## config.mk

```make
export PLATFORM = sky130hd
export DESIGN_NAME = spu_serial_port_unit
export DESIGN_NICKNAME = d
export VERILOG_FILES = /design/src/hw/spu_pkg.sv /design/src/hw/spu_stream_if.sv /design/src/hw/spu_fifo.sv /design/src/hw/spu_serial_port_unit.sv
export SDC_FILE = /design/constraint.sdc
export NUM_CORES = 1
export LEC_CHECK = 0
export BUFFER_PORTS_ARGS = -buffer_cell sky130_fd_sc_hd__buf_2
export CELL_PAD_IN_SITES_DETAIL_PLACEMENT = 0
export CELL_PAD_IN_SITES_GLOBAL_PLACEMENT = 1
export CORE_MARGIN = 3
export CORE_UTILIZATION = 48
export DETAILED_ROUTE_END_ITERATION = 7
export HOLD_SLACK_MARGIN = 0.1
export PLACE_DENSITY = 0.85
export SYNTH_ARGS = -nofsm -noshare
export SYNTH_HDL_FRONTEND = slang
export SYNTH_SLANG_ARGS = --single-unit
```

## constraint.sdc

```tcl
create_clock -name ref_clk -period 2.57 [get_ports ref_clk]
set_clock_uncertainty 0.15 [all_clocks]
set_input_delay 0.257 -clock ref_clk [delete_from_list [all_inputs] [get_ports ref_clk]]
set_output_delay 0.257 -clock ref_clk [all_outputs]
set_load 0.02 [all_outputs]
```

## src/hw/spu_pkg.sv

```systemverilog
/*
 * spu_pkg: constants and types shared by the serial port unit files.
 * Assumes a single 250 MHz clock and an 8N1 asynchronous line format.
 */
package spu_pkg;
    // clocking and average rate
    localparam longint CLK_HZ       = 250_000_000;
    localparam longint AVG_RATE_BPS = 921_569;
    localparam longint OVERSAMPLE   = 16;
    localparam int     PHASE_W      = 32;
    localparam logic [PHASE_W-1:0] AVG_PHASE_INC =
        PHASE_W'(((AVG_RATE_BPS * OVERSAMPLE) << PHASE_W) / CLK_HZ);
    // ordinary generator: ref_clk cycles per oversample tick
    localparam int     STD_TICK_DIV = 136;
    // frame shape
    localparam int     DATA_BITS    = 8;
    localparam logic [3:0] TICK_LAST = 4'hF;
    localparam logic [3:0] TICK_MID  = 4'h7;
    localparam logic [2:0] BIT_LAST  = 3'h7;
    // block exchange
    localparam int     BLOCK_BYTES  = 128;
    localparam logic [6:0] BLOCK_LAST = 7'h7F;
    localparam int     FIFO_DEPTH   = 32;
    // status flag positions and reset value
    localparam int     NUM_FLAGS    = 5;
    localparam int     FLG_TXE      = 0;
    localparam int     FLG_RXF      = 1;
    localparam int     FLG_ORR      = 2;
    localparam int     FLG_PAR      = 3;
    localparam int     FLG_FRM      = 4;
    localparam logic [NUM_FLAGS-1:0] FLAGS_RESET = 5'h01;

    typedef enum logic [1:0] {TX_IDLE, TX_START, TX_DATA, TX_STOP} spu_tx_t;
    typedef enum logic [1:0] {RX_IDLE, RX_START, RX_DATA, RX_STOP} spu_rx_t;
endpackage

```

## src/hw/spu_stream_if.sv

```systemverilog
/*
 * spu_stream_if: valid/ready byte stream between the unit's own modules.
 * Assumes both ends share ref_clk.
 */
`timescale 1ns/1ps
interface spu_stream_if #(parameter int WIDTH = 8);
    logic             valid;
    logic             ready;
    logic [WIDTH-1:0] data;
    modport src (output valid, output data, input ready);
    modport snk (input valid, input data, output ready);
endinterface

```

## src/hw/spu_fifo.sv

```systemverilog
/*
 * spu_fifo: synchronous FIFO with registered full and empty.
 * Assumes one clock; read data is valid whenever rd.valid is high.
 */
`timescale 1ns/1ps
module spu_fifo #(
    parameter int WIDTH = 8,
    parameter int DEPTH = 32
) (
    // clock and reset
    input  wire logic   ref_clk,
    input  wire logic   arst_n,
    // fill and drain sides
    spu_stream_if.snk   wr,
    spu_stream_if.src   rd
);
    localparam int AW = (DEPTH > 1) ? $clog2(DEPTH) : 1;
    localparam int CW = $clog2(DEPTH + 1);

    logic [WIDTH-1:0] mem [DEPTH];
    logic [AW-1:0]    wrPtr_reg;
    logic [AW-1:0]    rdPtr_reg;
    logic [CW-1:0]    count_reg;
    logic [CW-1:0]    count_next;
    logic             full_reg;
    logic             empty_reg;
    wire              push = wr.valid & ~full_reg;
    wire              pop  = rd.ready & ~empty_reg;

    // handshake from registered level flags
    assign wr.ready   = ~full_reg;
    assign rd.valid   = ~empty_reg;
    assign rd.data    = mem[rdPtr_reg];
    assign count_next = count_reg + CW'(push) - CW'(pop);

    // storage
    always_ff @(posedge ref_clk) begin
        if (push) mem[wrPtr_reg] <= wr.data;
    end

    // pointers and occupancy
    always_ff @(posedge ref_clk or negedge arst_n) begin
        if (!arst_n) begin
            wrPtr_reg <= '0;
            rdPtr_reg <= '0;
            count_reg <= '0;
            full_reg  <= 1'b0;
            empty_reg <= 1'b1;
        end else begin
            if (push) wrPtr_reg <= (wrPtr_reg == AW'(DEPTH-1)) ? '0
                                                            : wrPtr_reg + 1'b1;
            if (pop)  rdPtr_reg <= (rdPtr_reg == AW'(DEPTH-1)) ? '0
                                                            : rdPtr_reg + 1'b1;
            count_reg <= count_next;
            full_reg  <= (count_next == CW'(DEPTH));
            empty_reg <= (count_next == '0);
        end
    end
endmodule // spu_fifo

```

## src/hw/spu_serial_port_unit.sv

```systemverilog
/*
 * spu_serial_port_unit: 8N1 asynchronous transmitter and receiver with an
 * average-rate bit clock, double buffers, status flags and request pulses
 * for two outside DMA channels, plus the trigger handshake for blocks.
 * Assumes all inputs synchronous to ref_clk; DMA lives outside.
 */
`timescale 1ns/1ps
// Function
// - an input selects the average-rate generator instead of the plain one.
// - with the average generator both ends run at 921.569 kbps on average.
// - frames carry eight data bits, no parity and one stop bit, LSB first.
// - after reset the initiator drives its trigger low, then starts blocks.
// - the responder starts its blocks on a low level at its trigger input.
// - a held byte moves to the free shift register and is sent on the pin.
// - each move from holding to shift register pulses the empty request.
// - an error-free received frame is copied into the receive holding register when it is empty.
// - the full request pulses only after an error-free frame is copied.
// - receive shift and holding registers form a double buffer.
// - status flags are clearable by software and never set by it.
module spu_serial_port_unit
    import spu_pkg::*;
#(
    parameter int STD_DIV = STD_TICK_DIV
) (
    // clock and reset
    input  wire logic                 ref_clk,
    input  wire logic                 arst_n,
    // configuration levels
    input  wire logic                 avgRateSel,
    input  wire logic                 initiatorStrap,
    // trigger pins
    input  wire logic                 triggerInPin,
    output logic                      triggerOutPin,
    // serial pins
    input  wire logic                 serialInPin,
    output logic                      serialOutPin,
    // transmit byte stream from memory side
    input  wire logic                 txInValid,
    input  wire logic [7:0]           txInData,
    output logic                      txInReady,
    // received byte and its read strobe
    output logic [7:0]                rxData,
    input  wire logic                 rxReadStrobe,
    // status flags and requests
    input  wire logic [NUM_FLAGS-1:0] flagClear,
    output logic [NUM_FLAGS-1:0]      statusFlags,
    output logic                      txEmptyRequest,
    output logic                      rxFullRequest,
    // block progress
    output logic                      blockActive,
    output logic                      txBlockDone,
    output logic                      rxBlockDone
);
    import spu_pkg::*;

    logic [PHASE_W-1:0]   phase_reg;
    logic [15:0]          stdCnt_reg;
    logic                 tick_reg;
    logic                 strapDone_reg, isInit_reg;
    logic                 txHoldFull_reg;
    logic [7:0]           txHold_reg, txShift_reg, rxShift_reg;
    logic [3:0]           txCnt_reg, rxCnt_reg;
    logic [2:0]           txBit_reg, rxBit_reg;
    logic [6:0]           txBytes_reg, rxBytes_reg;
    spu_tx_t              txState, txState_next;
    spu_rx_t              rxState, rxState_next;
    logic [NUM_FLAGS-1:0] setVec, clrVec, flags_next;

    spu_stream_if #(.WIDTH(8)) fillIf ();
    spu_stream_if #(.WIDTH(8)) drainIf ();

    // transmit FIFO in front of the holding register
    assign fillIf.valid  = txInValid;
    assign fillIf.data   = txInData;
    assign txInReady     = fillIf.ready;
    assign drainIf.ready = ~txHoldFull_reg;
    spu_fifo #(.WIDTH(8), .DEPTH(FIFO_DEPTH)) txFifo (
        .ref_clk (ref_clk),
        .arst_n  (arst_n),
        .wr      (fillIf),
        .rd      (drainIf)
    );

    // rate generators: fractional accumulator or integer divider
    wire [PHASE_W:0] phaseSum = {1'b0, phase_reg} + {1'b0, AVG_PHASE_INC};
    wire             stdWrap  = (stdCnt_reg == 16'(STD_DIV - 1));
    wire             tickSrc  = avgRateSel ? phaseSum[PHASE_W] : stdWrap;
    always_ff @(posedge ref_clk or negedge arst_n) begin
        if (!arst_n) begin
            phase_reg  <= '0;
            stdCnt_reg <= '0;
            tick_reg   <= 1'b0;
        end else begin
            phase_reg  <= phaseSum[PHASE_W-1:0];
            stdCnt_reg <= stdWrap ? '0 : stdCnt_reg + 16'h0001;
            tick_reg   <= tickSrc;
        end
    end

    // role strap caught after release, trigger and block start
    always_ff @(posedge ref_clk or negedge arst_n) begin
        if (!arst_n) begin
            strapDone_reg <= 1'b0;
            isInit_reg    <= 1'b0;
            triggerOutPin <= 1'b1;
            blockActive   <= 1'b0;
        end else begin
            strapDone_reg <= 1'b1;
            if (!strapDone_reg) isInit_reg <= initiatorStrap;
            if (strapDone_reg && isInit_reg) triggerOutPin <= 1'b0;
            if (strapDone_reg && ((isInit_reg && !triggerOutPin)
                || (!isInit_reg && !triggerInPin)))
                blockActive <= 1'b1;
        end
    end

    // transmit decode
    wire txMove   = (txState == TX_IDLE) & txHoldFull_reg & blockActive;
    wire txBitEnd = tick_reg & (txCnt_reg == TICK_LAST);
    wire txPop    = drainIf.valid & ~txHoldFull_reg;
    always_comb begin
        txState_next = txState;
        case (txState)
            TX_IDLE:  if (txMove) txState_next = TX_START;
            TX_START: if (txBitEnd) txState_next = TX_DATA;
            TX_DATA:  if (txBitEnd && txBit_reg == BIT_LAST)
                          txState_next = TX_STOP;
            TX_STOP:  if (txBitEnd) txState_next = TX_IDLE;
            default:  txState_next = TX_IDLE;
        endcase
    end

    // transmit holding, shift register and line driver
    always_ff @(posedge ref_clk or negedge arst_n) begin
        if (!arst_n) begin
            txState <= TX_IDLE;
            txHoldFull_reg <= 1'b0;
            txHold_reg <= '0;
            txShift_reg <= '0;
            txCnt_reg <= '0;
            txBit_reg <= '0;
            serialOutPin <= 1'b1;
        end else begin
            txState <= txState_next;
            if (txPop) txHold_reg <= drainIf.data;
            if (txPop) txHoldFull_reg <= 1'b1;
            else if (txMove) txHoldFull_reg <= 1'b0;
            if (txMove) txShift_reg <= txHold_reg;
            else if (txState == TX_DATA && txBitEnd)
                txShift_reg <= {1'b0, txShift_reg[7:1]};
            txCnt_reg <= (txState == TX_IDLE) ? '0 : txCnt_reg + 4'(tick_reg);
            if (txState != TX_DATA) txBit_reg <= '0;
            else if (txBitEnd) txBit_reg <= txBit_reg + 3'h1;
            serialOutPin <= (txState == TX_START) ? 1'b0 :
                            (txState == TX_DATA)  ? txShift_reg[0] : 1'b1;
        end
    end

    // receive decode
    wire rxStartLow = (rxState == RX_IDLE) & ~serialInPin & blockActive;
    wire rxMid      = tick_reg & (rxCnt_reg == TICK_MID);
    wire rxBitEnd   = tick_reg & (rxCnt_reg == TICK_LAST);
    wire rxFrameEnd = (rxState == RX_STOP) & rxBitEnd;
    wire rxGood     = rxFrameEnd & serialInPin;
    wire rxCopy     = rxGood & ~statusFlags[FLG_RXF];
    always_comb begin
        rxState_next = rxState;
        case (rxState)
            RX_IDLE:  if (rxStartLow) rxState_next = RX_START;
            RX_START: if (rxMid) rxState_next = serialInPin ? RX_IDLE : RX_DATA;
            RX_DATA:  if (rxBitEnd && rxBit_reg == BIT_LAST)
                          rxState_next = RX_STOP;
            RX_STOP:  if (rxBitEnd) rxState_next = RX_IDLE;
            default:  rxState_next = RX_IDLE;
        endcase
    end

    // receive sampling and copy into the holding register
    always_ff @(posedge ref_clk or negedge arst_n) begin
        if (!arst_n) begin
            rxState <= RX_IDLE;
            rxShift_reg <= '0;
            rxCnt_reg <= '0;
            rxBit_reg <= '0;
            rxData <= '0;
        end else begin
            rxState <= rxState_next;
            if (rxState == RX_IDLE || (rxState == RX_START && rxMid))
                rxCnt_reg <= '0; // realign on the start bit centre
            else
                rxCnt_reg <= rxCnt_reg + 4'(tick_reg);
            if (rxState == RX_DATA && rxBitEnd)
                rxShift_reg <= {serialInPin, rxShift_reg[7:1]};
            if (rxState != RX_DATA) rxBit_reg <= '0;
            else if (rxBitEnd) rxBit_reg <= rxBit_reg + 3'h1;
            if (rxCopy) rxData <= rxShift_reg;
        end
    end

    // flag set and clear terms; set wins over clear
    assign setVec[FLG_TXE] = txMove;
    assign setVec[FLG_RXF] = rxCopy;
    assign setVec[FLG_ORR] = rxGood & statusFlags[FLG_RXF];
    assign setVec[FLG_PAR] = 1'b0; // no parity in this format
    assign setVec[FLG_FRM] = rxFrameEnd & ~serialInPin;
    assign clrVec = flagClear | {3'h0, rxReadStrobe, txPop};
    assign flags_next = setVec | (statusFlags & ~clrVec);

    // flags, requests and block byte counts
    always_ff @(posedge ref_clk or negedge arst_n) begin
        if (!arst_n) begin
            statusFlags <= FLAGS_RESET;
            txEmptyRequest <= 1'b0;
            rxFullRequest <= 1'b0;
            txBytes_reg <= '0;
            rxBytes_reg <= '0;
            txBlockDone <= 1'b0;
            rxBlockDone <= 1'b0;
        end else begin
            statusFlags <= flags_next;
            txEmptyRequest <= txMove;
            rxFullRequest <= rxCopy;
            if (txMove) txBytes_reg <= txBytes_reg + 7'h01;
            if (rxCopy) rxBytes_reg <= rxBytes_reg + 7'h01;
            txBlockDone <= txMove & (txBytes_reg == BLOCK_LAST);
            rxBlockDone <= rxCopy & (rxBytes_reg == BLOCK_LAST);
        end
    end

    // helper: cycles since the previous oversample tick
    logic [7:0] gap_reg;
    logic       seen_reg;
    always_ff @(posedge ref_clk or negedge arst_n) begin
        if (!arst_n) begin
            gap_reg  <= '0;
            seen_reg <= 1'b0;
        end else begin
            gap_reg  <= tick_reg ? 8'h01 : gap_reg + 8'h01;
            if (tick_reg) seen_reg <= 1'b1;
        end
    end
endmodule // spu_serial_port_unit

```

==> flow_metrics.env, run 1 <==
export IMPL_p_per_area_mw_per_mm2=947
export IMPL_dp_hpwl_mm=19.4
export IMPL_post_route_cells_drive_above_1_share=0.222
export IMPL_yosys_warnings=0
export IMPL_core_area_sq_mm=0.0337
export IMPL_worst_setup_path_startpoint="txFifo.empty_reg"
export IMPL_cts_sinks=402
export IMPL_power_ir_vdd_worst_mv=0.509
export IMPL_critical_path_endpoint_type="flop"
export IMPL_gp_congestion=0.772
export IMPL_post_route_drc_count=0
export IMPL_grt_antenna_before_repair=0
export IMPL_route_detailed_vias_per_inst=5.53
export IMPL_synth_compound_gate_area_share=0.0515
export IMPL_max_ffs_per_register=256
export IMPL_timing_critical_path_from_type="flop"
export IMPL_yosys_area_share_adder=0.0232
export IMPL_synth_distinct_cells=67
export IMPL_r2r_start="txFifo.empty_reg"
export IMPL_status="complete, no violations"
export IMPL_root_buffer="sky130_fd_sc_hd__clkbuf_16"
export IMPL_synth_xor_area_share=0.0334
export IMPL_global_route_usage_total=0.174
export IMPL_top_flip_flop_cell_by_instance_count_after_synthesis="sky130_fd_sc_hd__edfxtp_1"
export IMPL_clk_insertion_delay_late_ns=0.54
export IMPL_fin_util=0.566
export IMPL_fmax_mhz=390
export IMPL_yosys_area_share_simple=0.0715
export IMPL_syn_area_sq_mm=0.0165
export IMPL_multi_input_area_sq_mm=0.00495
export IMPL_critPathKind="reg2reg"
export IMPL_wl_per_cell_um=18.8
export IMPL_routed_via_count=9017
export IMPL_first_global_vias=9250
export IMPL_path_max_fanout=2
export IMPL_cts_tree="done"
export IMPL_post_route_min_period_ns=2.56
export IMPL_postLayoutSetupSlackWorst_ns=0.00676
export IMPL_number_of_routed_nets_with_antenna_violations=0
export IMPL_yosysSeqAreaShare=0.686
export IMPL_postRouteWirelength_mm=30.8
export IMPL_post_syn_nets=1090
export IMPL_finalHoldViolCount=0
export IMPL_worstHoldStart="txInData[5]"
export IMPL_combinational_family_with_the_most_area_after_synthesis="multiplexers"
export IMPL_finalSetupViolCount=0
export IMPL_fin_crit_sh=0.997
export IMPL_crit_arrival_ns=2.85
export IMPL_start_util=0.491
export IMPL_detailedRoute_firstIterationViolations=513
export IMPL_layout_nets=1205
export IMPL_largest_net_degree_at_the_start_of_global_routing=72
export IMPL_dieHeight_um=192
export IMPL_worst_setup_hold_path_clk_slew_ns=0.06
export IMPL_totalPowerFinal_mw=18.1
export IMPL_clockBufferDepth=3
export IMPL_yosys_mux_area_fraction=0.115
export IMPL_rows=67
export IMPL_buffers_on_ports=41
export IMPL_syn_area_per_cell_sq_um=15.9
export IMPL_grt_overflow_total=0
export IMPL_slew_headroom=0.570
export IMPL_maxCapViolations=0
export IMPL_final_slew_viol_count=0
export IMPL_setup_repair_after_global_routing_missed_its_margin="true"
export IMPL_ys_seq_elements=402
export IMPL_most_common_cell_after_layout_fill_and_taps_aside="sky130_fd_sc_hd__edfxtp_1"
export IMPL_grt_first_pass_wirelength_mm=50.1
export IMPL_cts_made_buffers=41
export IMPL_tightest_slew_ns=0.646
export IMPL_setup_tns_ns=0
export IMPL_dpl_worst_slack_ns=-0.0590
export IMPL_worstHoldPathType="in2reg"
export IMPL_layout_area_seq_sq_mm=0.0114
export IMPL_layout_common_cells="256 x sky130_fd_sc_hd__edfxtp_1, 140 x sky130_fd_sc_hd__dfrtp_1, 80 x sky130_fd_sc_hd__nor2_1, 64 x sky130_fd_sc_hd__mux4_2, 60 x sky130_fd_sc_hd__nand2_1"
export IMPL_boundary_pin_count=42
export IMPL_power_leakage_nw=7.20
export IMPL_nFillCells=2551
export IMPL_die_boundary_width_um=192
export IMPL_fp_dieArea_sq_mm=0.0367
export IMPL_synth_edf_count=256
export IMPL_share_of_flip_flops_with_an_asynchronous_set_or_reset_after_synthesis=0.363
export IMPL_syn_instance_count=1039
export IMPL_crit_required_ns=2.86
export IMPL_h_tree_depth=2
export IMPL_insertedDiodeCount=0
export IMPL_firstDrtPassIters=5
export IMPL_synthToLayoutAreaGrowth_pct=15.4
==> cell usage after synthesis (all sizes together), types with 4 or more instances <==
cell type	count	area, sq um
mux2i	24	240
buf	21	143
inv	27	101
xor2	27	236
dfstp	4	105
o31ai	6	45.0
and2	5	31.3
nor2	81	307
nor3	7	35.0
edfxtp	256	7690
and3	14	87.6
dfrtp	142	3550
nand3	22	128
mux2	20	225
or3	6	37.5
nand2b	4	25.0
nand2	60	225
nor4	9	83.8
mux4	64	1440
a22o	11	96.3
nor2b	7	43.8
a21oi	20	100
nand4	9	56.3
xnor2	36	315
ha	29	363
clkbuf	16	60.1
o21a	10	75.1
o21ai	52	260
a211oi	9	67.6
a21o	4	30.0
==> per-stage QoR <==
stage	area (sq um)	std cells	hold WS (ns)
after global routing	19100	1632	0.135
final	19100	1632	0.133
after detailed placement	17600	1543	0.0687
after CTS	19000	1632	0.107
after global placement	17600	1543	0.0634
after floorplan	16600	1039	-0.189
==> worst paths after layout <==
path	to	slack (ns)	depth (start not counted)
worst max-delay path	txFifo.empty_reg	0.007	9
min in group asynchronous	statusFlags[3]	0.14	3
worst min register to register	stdCnt_reg[0]	0.30	1
max in group asynchronous	txFifo.empty_reg	1.71	3
worst min-delay path	txFifo.mem[7][5]	0.13	1
worst max register to register	txFifo.empty_reg	0.007	9
==> per-layer routing <==
metal | track usage | wire length [um]
met1 | 0.242 | 13100
met2 | 0.285 | 15100
met3 | 0.0268 | 1720
met4 | 0.0525 | 786
met5 | 0 | 0
==> area by class of cell <==
| type | instances | share of cell area |
|---|---|---|
| Multi-Input combinational cell | 572 | 0.260 |
| Clock buffer | 50 | 0.0556 |
| Tap cell | 448 | 0.0294 |
| Inverter | 28 | 0.00577 |
| Clock inverter | 23 | 0.00964 |
| Sequential cell | 402 | 0.595 |
| Timing Repair Buffer | 109 | 0.0448 |
==> cells by family after synthesis <==
group | Yosys count
flip-flops | 402
AND/OR/NAND/NOR | 239
AO/OA/AOI/OAI | 131
multiplexers | 108
buffers and inverters | 65
XOR/XNOR | 63
adder cells (fa/ha/maj) | 30
other | 1
==> repair_timing <==
action,4_1_cts,5_1_grt
setup buffers,0,0
hold buffers,16,0
setup endpoints to repair,2,3
pin swaps,1,3
gates resized for setup,2,4
hold endpoints to repair,162,0
==> critical path: stages, from the launching register on <==
cell and delay (ns):
sky130_fd_sc_hd__dfstp_2 0.54, sky130_fd_sc_hd__or2_4 0.15, sky130_fd_sc_hd__inv_6 0.04, sky130_fd_sc_hd__ha_4 0.25, sky130_fd_sc_hd__inv_2 0.04, sky130_fd_sc_hd__ha_4 0.15
sky130_fd_sc_hd__fa_2 0.36, sky130_fd_sc_hd__xor2_1 0.16, sky130_fd_sc_hd__or3_4 0.37, sky130_fd_sc_hd__nor4_4 0.27
==> power breakdown <==
part | internal [mW] | total (mW) | switching (mW)
logic | 2.13 | 4.64 | 2.51
clock network | 3.16 | 5.55 | 2.39
registers | 7.50 | 7.87 | 0.363
total | 12.8 | 18.1 | 5.26
Power figures use the tool's default switching activity.
==> run 2, diff against run 1 <==
--- a/config.mk
+++ b/config.mk
@@ -6,13 +6,14 @@
 export NUM_CORES = 1
 export LEC_CHECK = 0
 export BUFFER_PORTS_ARGS = -buffer_cell sky130_fd_sc_hd__buf_2
+export CAP_MARGIN = 5
 export CELL_PAD_IN_SITES_DETAIL_PLACEMENT = 0
 export CELL_PAD_IN_SITES_GLOBAL_PLACEMENT = 1
 export CORE_MARGIN = 3
-export CORE_UTILIZATION = 48
+export CORE_UTILIZATION = 53
 export DETAILED_ROUTE_END_ITERATION = 7
 export HOLD_SLACK_MARGIN = 0.1
-export PLACE_DENSITY = 0.85
+export PLACE_DENSITY = 0.89
 export SYNTH_ARGS = -nofsm -noshare
 export SYNTH_HDL_FRONTEND = slang
 export SYNTH_SLANG_ARGS = --single-unit
==> constraint.sdc (replaced) <==
create_clock -name ref_clk -period 2.4 [get_ports ref_clk]
set_clock_uncertainty 0.15 [all_clocks]
set_input_delay 0.24 -clock ref_clk [delete_from_list [all_inputs] [get_ports ref_clk]]
set_output_delay 0.24 -clock ref_clk [all_outputs]
set_load 0.005 [all_outputs]
==> run 2 against run 1 <==
Effect of this change: the flow now finishes with violations (setup timing); via count grew 1.6%; critical path depth is the same; clock-buffer cell count grew 5; non-clock buffer count grew 11; global-route usage grew 2.0 points; first-iteration DRC count grew 35%; core utilization grew 5.8 points; power grew 8.0%; critical path type unchanged; largest cell class unchanged; highest routed layer unchanged.
==> flow_metrics.env, run 2 (synthesis results as in run 1) <==
export IMPL_detailedRoute_firstIterationViolations=694
export IMPL_max_ffs_per_register=256
export IMPL_postLayoutSetupSlackWorst_ns=-0.0821
export IMPL_totalPowerFinal_mw=19.5
export IMPL_power_leakage_nw=7.28
export IMPL_setup_tns_ns=-0.136
export IMPL_maxCapViolations=0
export IMPL_rows=64
export IMPL_finalHoldViolCount=0
export IMPL_route_detailed_vias_per_inst=5.75
export IMPL_critPathKind="reg2reg"
export IMPL_worst_setup_path_startpoint="txFifo.empty_reg"
export IMPL_start_util=0.539
export IMPL_fp_dieArea_sq_mm=0.0333
export IMPL_routed_via_count=9163
export IMPL_path_max_fanout=2
export IMPL_nFillCells=2165
export IMPL_multi_input_area_sq_mm=0.00494
export IMPL_boundary_pin_count=42
export IMPL_cts_made_buffers=41
export IMPL_cts_tree="done"
export IMPL_number_of_routed_nets_with_antenna_violations=0
export IMPL_grt_overflow_total=0
export IMPL_post_route_drc_count=0
export IMPL_p_per_area_mw_per_mm2=1020
export IMPL_final_slew_viol_count=0
export IMPL_die_boundary_width_um=183
export IMPL_finish_cell_count_without_fillers=1594
export IMPL_fin_crit_sh=1.03
export IMPL_failed_checks="setup timing"
export IMPL_post_route_min_period_ns=2.48
export IMPL_crit_arrival_ns=2.77
export IMPL_clk_insertion_delay_late_ns=0.54
export IMPL_layout_area_seq_sq_mm=0.0114
export IMPL_layout_nets=1216
export IMPL_finish_instance_area_sq_mm=0.0191
export IMPL_postRouteWirelength_mm=31.8
export IMPL_core_area_sq_mm=0.0307
export IMPL_h_tree_depth=2
export IMPL_grt_antenna_before_repair=0
export IMPL_timing_critical_path_from_type="flop"
export IMPL_insertedDiodeCount=0
export IMPL_critical_path_endpoint_type="flop"
export IMPL_dieHeight_um=183
export IMPL_r2r_start="txFifo.empty_reg"
export IMPL_gp_congestion=0.801
export IMPL_post_dp_cell_area_sq_mm=0.0176
export IMPL_worstHoldPathType="in2async"
export IMPL_post_route_cells_drive_above_1_share=0.235
export IMPL_slew_headroom=0.562
export IMPL_layout_common_cells="256 x sky130_fd_sc_hd__edfxtp_1, 140 x sky130_fd_sc_hd__dfrtp_1, 79 x sky130_fd_sc_hd__nor2_1, 64 x sky130_fd_sc_hd__mux4_2, 60 x sky130_fd_sc_hd__nand2_1"
export IMPL_synthToLayoutAreaGrowth_pct=15.7
export IMPL_setup_repair_after_global_routing_missed_its_margin="true"
export IMPL_root_buffer="sky130_fd_sc_hd__clkbuf_16"
export IMPL_cts_sinks=402
export IMPL_largest_net_degree_at_the_start_of_global_routing=61
export IMPL_fmax_mhz=403
export IMPL_most_common_cell_after_layout_fill_and_taps_aside="sky130_fd_sc_hd__edfxtp_1"
export IMPL_buffers_on_ports=41
export IMPL_worst_setup_hold_path_clk_slew_ns=0.06
export IMPL_first_global_vias=9388
export IMPL_dp_hpwl_mm=19.5
export IMPL_firstDrtPassIters=6
export IMPL_grt_first_pass_wirelength_mm=50.9
export IMPL_clockBufferDepth=3
export IMPL_global_route_usage_total=0.194
export IMPL_power_ir_vdd_worst_mv=0.758
export IMPL_finalSetupViolCount=2
export IMPL_post_place_cells=1498
export IMPL_status="finished, violations left"
export IMPL_tightest_slew_ns=0.658
export IMPL_wl_per_cell_um=20.0
export IMPL_crit_required_ns=2.68
-- run 2: cell types whose count changed in the layout (fill, tap and decap cells not counted), moves of 2 or more --
cell,previous run,this run
sky130_fd_sc_hd__buf_4,46,54
sky130_fd_sc_hd__clkbuf_8,0,6
sky130_fd_sc_hd__clkinv_1,9,5
sky130_fd_sc_hd__dlygate4sd3_1,15,18
sky130_fd_sc_hd__clkinv_2,9,11
sky130_fd_sc_hd__clkinv_8,0,2
-- run 2: cell type report --
type | count | area share
inverter | 28 | 0.00575
multi-input combinational | 572 | 0.258
tap | 396 | 0.0259
clock buffer | 55 | 0.0595
sequential | 402 | 0.593
timing repair buffer | 120 | 0.0490
clock inverter | 21 | 0.00830
-- run 2: what timing repair did --
item / in CTS / in global routing
hold buffers: 18 / 0
pin swaps: 3 / 1
hold endpoints to repair: 228 / 0
setup endpoints to repair: 2 / 11
gates resized for setup: 3 / 3
buffers inserted: 1 / 1
-- run 2: worst paths after layout --
| path | endpoint | slack, ns | depth (start not counted) |
|---|---|---|---|
| max | txFifo.full_reg | -0.08 | 9 |
| min reg2reg | stdCnt_reg[0] | 0.30 | 1 |
| min in group ref_clk | txFifo.mem[4][3] | 0.13 | 1 |
| max reg2reg | txFifo.full_reg | -0.08 | 9 |
| max in group asynchronous | serialOutPin | 1.29 | 3 |
| min | stdCnt_reg[15] | 0.09 | 2 |
-- run 2: critical path, cell delays in order (launching register included) --
cell,delay [ns]
sky130_fd_sc_hd__dfstp_2,0.53
sky130_fd_sc_hd__or2_4,0.13
sky130_fd_sc_hd__inv_6,0.04
sky130_fd_sc_hd__ha_4,0.25
sky130_fd_sc_hd__inv_2,0.04
sky130_fd_sc_hd__ha_4,0.15
sky130_fd_sc_hd__fa_2,0.36
sky130_fd_sc_hd__xor2_1,0.16
sky130_fd_sc_hd__or3_4,0.35
sky130_fd_sc_hd__nor4b_2,0.21
-- run 2: per-layer routing --
layer	vias up	track usage	part of all wire
li1	4177	-	-
met1	4652	0.271	0.43
met2	281	0.317	0.49
met3	53	0.0347	0.062
met4	0	0.0564	0.021
met5	-	0	0
-- run 2: power by group --
group / total, mW / switching [mW] / internal [mW]
logic: 5.07 / 2.72 / 2.34
registers: 8.41 / 0.373 / 8.03
clock network: 6.03 / 2.56 / 3.47
-- run 2: metrics by stage --
step | utilization | setup WS [ns] | hold slack [ns]
6_report | 0.624 | -0.0821 | 0.0948
5_1_grt | 0.624 | -0.183 | 0.134
4_1_cts | 0.623 | -0.108 | 0.101
3_5_place_dp | 0.574 | -0.159 | 0.109
3_3_place_gp | 0.574 | -0.141 | 0.110
2_1_floorplan | - | -0.153 | -0.206
